### config.mk
export PLATFORM = sky130hd
export DESIGN_NAME = ahsr_arbiter
export DESIGN_NICKNAME = d
export VERILOG_FILES = /design/src/design/ahsr_pkg.sv /design/src/design/ahsr_split_if.sv /design/src/design/ahsr_arbiter.sv /design/src/design/ahsr_split_mask.sv
export VERILOG_INCLUDE_DIRS = /design/src /design/src/design
export SDC_FILE = /design/constraint.sdc
export NUM_CORES = 1
export LEC_CHECK = 0
export ABC_CLOCK_PERIOD_IN_PS = 1370
export BUFFER_PORTS_ARGS = -buffer_cell sky130_fd_sc_hd__buf_2
export CAP_MARGIN = 5
export CORE_UTILIZATION = 30
export CTS_BUF_LIST = sky130_fd_sc_hd__clkbuf_4 sky130_fd_sc_hd__clkbuf_8
export CTS_CLUSTER_DIAMETER = 120
export DETAILED_ROUTE_END_ITERATION = 10
export GPL_ROUTABILITY_DRIVEN = 1
export PLACE_DENSITY = 0.6
export SYNTH_ARGS = -nofsm -noshare
export SYNTH_HDL_FRONTEND = slang
export SYNTH_SLANG_ARGS = --single-unit
### constraint.sdc
create_clock -name clock -period 1.37 [get_ports clock]
set_clock_uncertainty 0.15 [all_clocks]
set_input_delay 0.2055 -clock clock [delete_from_list [all_inputs] [get_ports clock]]
set_output_delay 0.2055 -clock clock [all_outputs]
set_load 0.02 [all_outputs]
### src/design/ahsr_regs.svh
// Constants for the split and retry aware bus arbiter.
`ifndef AHSR_REGS_SVH
`define AHSR_REGS_SVH
`define AHSR_MAX_MASTERS 16
`define AHSR_TAG_W       4
`define AHSR_RESP_W      2
`define AHSR_RESP_SPLIT  2'h3
`define AHSR_MASK_RST    16'h0000
`define AHSR_TAG_RST     4'h0
`define AHSR_ONE_HOT_LSB 16'h0001
`endif

### src/design/ahsr_pkg.sv
// Types shared by the arbiter and its split mask tracker.
`include "ahsr_regs.svh"
package ahsr_pkg;
    typedef logic [`AHSR_MAX_MASTERS-1:0] ahsr_vec_t;
    typedef logic [`AHSR_TAG_W-1:0]       ahsr_tag_t;

    typedef struct packed {
        ahsr_vec_t grant;
        ahsr_tag_t hmaster;
        ahsr_tag_t data_master;
    } ahsr_arb_state_t;

    typedef struct packed {
        ahsr_vec_t mask;
    } ahsr_trk_state_t;
endpackage : ahsr_pkg

### src/design/ahsr_split_if.sv
// Link between the arbiter core and its split mask tracker.
`timescale 1ns/100ps
interface ahsr_split_if;
    import ahsr_pkg::*;
    logic      split_first;
    ahsr_tag_t data_master;
    ahsr_vec_t resume;
    ahsr_vec_t mask;
    modport arb (output split_first, output data_master, output resume, input mask);
    modport trk (input split_first, input data_master, input resume, output mask);
endinterface : ahsr_split_if

### src/design/ahsr_arbiter.sv
// Bus arbiter with split masking, default master fallback and master tag broadcast.
`timescale 1ns/100ps
`include "ahsr_regs.svh"
module ahsr_arbiter
    import ahsr_pkg::*;
#(
    parameter int NUM_MASTERS    = 16,
    parameter int DEFAULT_MASTER = 0,
    parameter int NUM_SPLITTERS  = 1
) (
    // Clock and asynchronous active low reset.
    input  wire logic                                     clock,
    input  wire logic                                     nrst,
    // Master requests and grants.
    input  wire logic [NUM_MASTERS-1:0]                   hbusreq,
    output wire logic [NUM_MASTERS-1:0]                   hgrant,
    output wire logic [`AHSR_TAG_W-1:0]                   hmaster,
    // Shared response from the selected slave.
    input  wire logic                                     hready,
    input  wire logic [`AHSR_RESP_W-1:0]                  hresp,
    // Resume buses, one 16-bit group per split-capable slave.
    input  wire logic [NUM_SPLITTERS*`AHSR_MAX_MASTERS-1:0] hsplit_in
);
    localparam ahsr_vec_t DEFAULT_ONEHOT = `AHSR_ONE_HOT_LSB << DEFAULT_MASTER;

    logic            rst_meta_q;
    logic            rst_n;
    ahsr_arb_state_t st_q;
    ahsr_arb_state_t st_d;
    ahsr_vec_t       req16;
    ahsr_vec_t       elig;
    ahsr_vec_t       elig_low;
    ahsr_vec_t       mask_next;
    ahsr_vec_t       resume;
    ahsr_vec_t       resume_or [NUM_SPLITTERS+1];
    logic            split_first;

    ahsr_split_if sif ();

    function automatic ahsr_tag_t onehot_to_tag(input ahsr_vec_t v);
        ahsr_tag_t t;
        t = `AHSR_TAG_RST;
        for (int i = 0; i < `AHSR_MAX_MASTERS; i++) begin
            if (v[i]) begin
                t = ahsr_tag_t'(i);
            end
        end
        return t;
    endfunction : onehot_to_tag

    // Reset asserts at once and releases on a clock edge after two stages.
    always_ff @(posedge clock or negedge nrst) begin
        if (!nrst) begin
            rst_meta_q <= 1'b0;
            rst_n      <= 1'b0;
        end else begin
            rst_meta_q <= 1'b1;
            rst_n      <= rst_meta_q;
        end
    end

    // Requests widened to the full master space; unused masters never request.
    genvar gi;
    generate
        for (gi = 0; gi < `AHSR_MAX_MASTERS; gi++) begin : g_req
            if (gi < NUM_MASTERS) begin : g_used
                assign req16[gi] = hbusreq[gi];
            end else begin : g_unused
                assign req16[gi] = 1'b0;
            end
        end
    endgenerate

    // Resume buses from every split-capable slave merge into one.
    assign resume_or[0] = `AHSR_MASK_RST;
    generate
        for (gi = 0; gi < NUM_SPLITTERS; gi++) begin : g_split
            assign resume_or[gi+1] = resume_or[gi] | hsplit_in[gi*`AHSR_MAX_MASTERS +: `AHSR_MAX_MASTERS];
        end
    endgenerate
    assign resume = resume_or[NUM_SPLITTERS];

    // The first SPLIT cycle is the one with the response shown and ready still low.
    assign split_first = (hresp == `AHSR_RESP_SPLIT) && !hready;

    assign sif.split_first = split_first;
    assign sif.data_master = st_q.data_master;
    assign sif.resume      = resume;

    ahsr_split_mask u_mask (
        .clock (clock),
        .rst_n (rst_n),
        .sif   (sif.trk)
    );

    // Arbitration looks at the mask as it will stand after this edge, so the
    // split master loses the grant on the very edge that samples the response, unless it is the default master and no other master is eligible.
    always_comb begin
        mask_next = (sif.mask & ~resume);
        if (split_first) begin
            mask_next = mask_next | (`AHSR_ONE_HOT_LSB << st_q.data_master);
        end
        elig     = req16 & ~mask_next;
        elig_low = elig & (~elig + `AHSR_ONE_HOT_LSB);
        st_d = st_q;
        if (elig != `AHSR_MASK_RST) begin
            st_d.grant = elig_low;
        end else begin
            st_d.grant = DEFAULT_ONEHOT;
        end
        // The tag follows the grant once the current transfer completes.
        if (hready) begin
            st_d.hmaster     = onehot_to_tag(st_q.grant);
            st_d.data_master = st_q.hmaster;
        end
    end

    always_ff @(posedge clock or negedge rst_n) begin
        if (!rst_n) begin
            st_q.grant       <= DEFAULT_ONEHOT;
            st_q.hmaster     <= ahsr_tag_t'(DEFAULT_MASTER);
            st_q.data_master <= ahsr_tag_t'(DEFAULT_MASTER);
        end else begin
            st_q <= st_d;
        end
    end

    assign hgrant  = st_q.grant[NUM_MASTERS-1:0];
    assign hmaster = st_q.hmaster;

    // Per-master checks on the priority pick and on the split masks.
    generate
        for (gi = 0; gi < `AHSR_MAX_MASTERS; gi++) begin : g_chk
            localparam ahsr_vec_t ABOVE = (`AHSR_ONE_HOT_LSB << gi) - `AHSR_ONE_HOT_LSB;

        end
    endgenerate
endmodule : ahsr_arbiter

### src/design/ahsr_split_mask.sv
// Per-master split mask flags, set by a SPLIT response and cleared by resume bits.
`timescale 1ns/100ps
`include "ahsr_regs.svh"
module ahsr_split_mask
    import ahsr_pkg::*;
(
    // Clock and synchronised reset.
    input wire logic clock,
    input wire logic rst_n,
    // Arbiter side.
    ahsr_split_if.trk sif
);
    ahsr_trk_state_t st_q;
    ahsr_trk_state_t st_d;
    ahsr_vec_t       set_vec;

    always_comb begin
        set_vec = `AHSR_MASK_RST;
        if (sif.split_first) begin
            set_vec = `AHSR_ONE_HOT_LSB << sif.data_master;
        end
        // A resume pulse is caught in any single cycle; a new split of the same master wins.
        st_d.mask = (st_q.mask & ~sif.resume) | set_vec;
    end

    always_ff @(posedge clock or negedge rst_n) begin
        if (!rst_n) begin
            st_q.mask <= `AHSR_MASK_RST;
        end else begin
            st_q <= st_d;
        end
    end

    assign sif.mask = st_q.mask;
endmodule : ahsr_split_mask

Yosys cells after proc, flatten, opt, wreduce, memory -nomap -nowiden
Cells that the tools add are included.

Magnitude comparators: 0. Divide/modulo/power cells: 0. Bitwise operators: 8. Add/sub/neg operators: 1. Shift-type cells: 1. Multiplexer cells: 18. Multipliers: 0. Reductions and logical operators: 3. Equality and inequality tests: 1.

Operators with widths (number): $mux 4 (14); $and 16x16->16 (3); $mux 16 (3); $not 16->16 (3); $or 16x16->16 (2); $add 16x1->16 const B (1); $reduce_bool 16->1 (1); $shl 1x4->16 const A (1); $eq 2x2->1 const B (1); $logic_and 1x1->1 (1); $logic_not 1->1 (1); $mux 1 (1).

Memories kept: 0. Latch bits: 0. Bits in registers: 42. Bits in read-only memories: 0. RAM bits: 0. Input bits: 37. Logic and storage cells: 38. Output and inout port bits: 20.

Depth between registers and ports, before layout
Word-level depth: 15. Mapped depth: 8. Mapped depth without buffers: 6.

Cells and area by module
Synthesis repeated with hierarchy kept, for this count alone.

Cells, all modules: 221. Area total of the unflattened synthesis: 2149.6 sq um.

By module, submodules not included: ahsr_arbiter (cells an instance 162, times used 1, area an instance 1472.7 sq um); ahsr_split_mask (cells an instance 59, times used 1, area an instance 676.9 sq um).

Least setup slack after synthesis
Ideal clock, no wire load.

Kind: reg2reg. From: reg sif.data_master[0] (netlist name). To: reg st_q, in the netlist hgrant[14]. Setup time: 0.094 ns. Slack: -0.662 ns. Data arrival time: 1.788 ns. Data required time: 1.126 ns. Stages on the path, launching flop included: 8. Path through: dfrtp_1 -> or2_1 -> buf_6 -> o311ai_4 -> a32o_1 -> o211a_4 -> nand3_4 -> nor4b_4.

RTL lines: end signal, assigned (line ahsr_arbiter.sv:124) `st_q <= st_d;`; end, declared (line ahsr_arbiter.sv:28) `ahsr_arb_state_t st_q;`.

==> results.sh <==
export IMPL_status="finished with violations"
export IMPL_violations="setup timing"
export IMPL_finalCritPeriodShare_pct=146
export IMPL_clockPowerShare_pct=28.4
export IMPL_switchingPower_uw=902
export IMPL_final_cell_mix="buf_4, buf_2, dfrtp_1, buf_6"
export IMPL_grt_pass1_vias=2011
export IMPL_worstRegToRegCells=7
export IMPL_synth_top_area_share_pct=48.4
export IMPL_max_freq_mhz=501
export IMPL_layout_drive_gt1_share_pct=60.4
export IMPL_place_congestion=0.838
export IMPL_core_area_um2=6790
export IMPL_tns_ps=-9220
export IMPL_r2r_start="sif.data_master[1]"
export IMPL_hpwlAfterDp_mm=4.50
export IMPL_p_per_area_nw_per_um2=836
export IMPL_hold_viol=0
export IMPL_seq_area_um2=1060
export IMPL_firstDrtPassIters=4
export IMPL_synthCells=198
export IMPL_critPathCaptureType="flop"
export IMPL_pwr_share_seq_pct=45.3
export IMPL_die_area_um2=7410
export IMPL_ioPinCount=57
export IMPL_critPathKind="flop to flop"
export IMPL_cts_made_buffers=5
export IMPL_hp_start="hsplit_in[8]"
export IMPL_nFillCells=608
export IMPL_final_common_cell="buf_4"
export IMPL_root_buffer="clkbuf_8"
export IMPL_timing_rr_end="hgrant[0]"
export IMPL_p_comb_share_pct=26.2
export IMPL_power_internal_mw=2.04
export IMPL_synth_ff_type="dfrtp_1"
export IMPL_ir_worst_vdd_mv=0.424
export IMPL_cp_max_fo=5
export IMPL_drc=0
export IMPL_crit_path_cell_trace="or2_4, buf_4, buf_4, nor2_4, a22oi_1, or2_1, o31ai_2"
export IMPL_gr_total_overflow=0
export IMPL_num_rows=30
export IMPL_reg2reg_slack_ps=-630
export IMPL_clkSinkCount=42
export IMPL_holdPathEnd="u_mask.sif.mask[8]"
export IMPL_syn_avg_cell_area_um2=10.7
export IMPL_vias=1991
export IMPL_synthesis_yosys_warnings=0
export IMPL_wire_per_inst_um=14.2
export IMPL_finalSetupViolations=27
export IMPL_cp_data_arrival_time_ps=2070
export IMPL_period_minus_slack_ps=2000
export IMPL_clk_latency_ps=300
export IMPL_synth_fp_nets=235
export IMPL_crit_buf_inv=2
export IMPL_syn2layout_area_growth_pct=65.9
export IMPL_setup_worst_path_start_class="flop"
export IMPL_required_ps=1440
export IMPL_die_w_um=86.1
export IMPL_drt_iter0_drc=77
export IMPL_critPathMostFrequentCell="buf_4"
export IMPL_grt_pass1_wl_mm=9.65
export IMPL_yosysUniqueCellTypes=55
export IMPL_post_route_util_pct=51.8
export IMPL_synth_area_leader_cell="dfrtp_1"
export IMPL_rsz0062_at_grt="yes"
export IMPL_portBuffers=56
export IMPL_min_path_type="input pin to flop"
export IMPL_slowest_stage="dfrtp_2"
export IMPL_finalWorstSetupSlack_ps=-628
export IMPL_ys_top_cells_by_area="dfrtp_1, nand2b_1, o21ai_0"
export IMPL_synth_seq_cells=42
export IMPL_sw_frac_of_total_pct=30.7
export IMPL_crit_family="simple AND/OR/NAND/NOR gates"
export IMPL_synth_edf_count=0
export IMPL_synth_seq_area_share_pct=49.6
export IMPL_synth_async_reset_ratio_pct=100
export IMPL_clk_pin_slew_ps=90
export IMPL_die_height_um=86.1
export IMPL_p_leak_nw=1.65
export IMPL_drv_cap=0
export IMPL_ant_nets=0
export IMPL_hold_depth=3
export IMPL_antenna_found_initial=0
export IMPL_post_drt_via_cell_ratio=4.66
export IMPL_cts_buffer_depth=2
export IMPL_drt_wl_total_mm=6.07
export IMPL_antennaDiodeCount=0
export IMPL_start_util_pct=31.2
export IMPL_syn_area_um2=2120
export IMPL_h_tree_depth=2
export IMPL_cts_tree="yes"
export IMPL_globalRouteTotalUtil_pct=16.8
export IMPL_slew_viol_final=0
export IMPL_final_nets=367
export IMPL_max_stage_delay_ps=450
export IMPL_grt_max_degree=41
export IMPL_multiInputGateArea_um2=1250
==> sequential cells by signal (all words and copies together) (netlist names) <==
name             cells
hgrant              16
hmaster              4
rst_meta_q           1
rst_n                1
sif.data_master      4
u_mask.sif.mask     16
==> per-layer routing <==
layer | up-vias | track usage (%) | part of all wire [%]
met5 | - | 0 | 0
li1 | 991 | - | -
met2 | 43 | 26.5 | 49
met4 | 0 | 5.45 | 0.92
met3 | 6 | 4.23 | 4.3
met1 | 951 | 22.5 | 46
==> how the worst max path moves through the flow <==
| stage | startpoint | slack (ps) | depth (start not counted) | endpoint |
|---|---|---|---|---|
| after detailed placement | sif.data_master[3] | -750 | 6 | hgrant[12] |
| after global routing | sif.data_master[1] | -710 | 6 | hgrant[12] |
| after floorplan | sif.data_master[0] | -650 | 7 | hgrant[12] |
| final | sif.data_master[1] | -630 | 7 | hgrant[0] |
| after global placement | sif.data_master[3] | -630 | 7 | hgrant[12] |
| after CTS | sif.data_master[1] | -630 | 6 | hgrant[12] |
==> stage by stage <==
step | worst slack [ps] | area (µm²) | power (mW) | std cells | hold slack [ps]
after global placement | -635 | 2940 | 1.95 | 402 | -159
after floorplan | -653 | 2130 | 1.64 | 198 | -240
after CTS | -630 | 3210 | 2.86 | 418 | 8.33
final | -628 | 3520 | 2.94 | 427 | 14.6
after detailed placement | -750 | 2940 | 1.96 | 402 | -156
after global routing | -708 | 3520 | 3.08 | 427 | 44.6
==> cells in the mapped netlist (3+ instances only) <==
library cell / instances
nor2_1: 16
or2_1: 3
nand2_1: 18
nor3_1: 4
inv_1: 9
dfrtp_1: 41
o31ai_1: 4
a32oi_1: 3
nor4_1: 3
buf_2: 3
nand2b_1: 17
mux2_2: 3
a21oi_1: 11
o21ai_0: 14
==> power by group through the flow <==
stage | sequential [mW] | combinational [mW] | clock, mW
finish | 1.33 | 0.771 | 0.836
global route | 1.34 | 0.829 | 0.913
CTS | 1.33 | 0.677 | 0.858
detailed placement | 1.36 | 0.599 | 0
global placement | 1.35 | 0.598 | 0
floorplan | 1.39 | 0.248 | 0
==> repair_timing <==
| item | CTS | global route |
|---|---|---|
| cloned | 0 | 0 |
| buffers inserted | 4 | 9 |
| hold buffers | 4 | 0 |
| endpoints found under the setup margin | 31 | 39 |
| hold endpoints to repair | 5 | 0 |
| gates resized for setup | 32 | 58 |
| pin swaps | 16 | 20 |
==> final cells by class <==
type | instances | area share, %
inverters | 9 | 0.961
multi-input cells | 141 | 35.5
repair buffers | 131 | 27.3
clock inverters | 3 | 0.711
flip-flops and latches | 42 | 30.1
clock buffers | 5 | 1.96
well taps | 96 | 3.42
==> cells by family after synthesis <==
family                 count (synthesis)  synth area share [%]
buffers and inverters                 15                  3.19
AND/OR/NAND/NOR                       79                  23.3
flip-flops                            42                  49.6
multiplexers                           3                  1.59
other                                  1                 0.177
AO/OA/AOI/OAI                         58                  22.1
==> worst reg2reg max path: cells and delay by family, from the launching register on <==
| family | cells | cell delay (ps) |
|---|---|---|
| buf+inv | 2 | 290 |
| flops | 1 | 450 |
| compound gates | 2 | 360 |
| simple gates | 3 | 680 |
(Power assumes the default switching activity.)
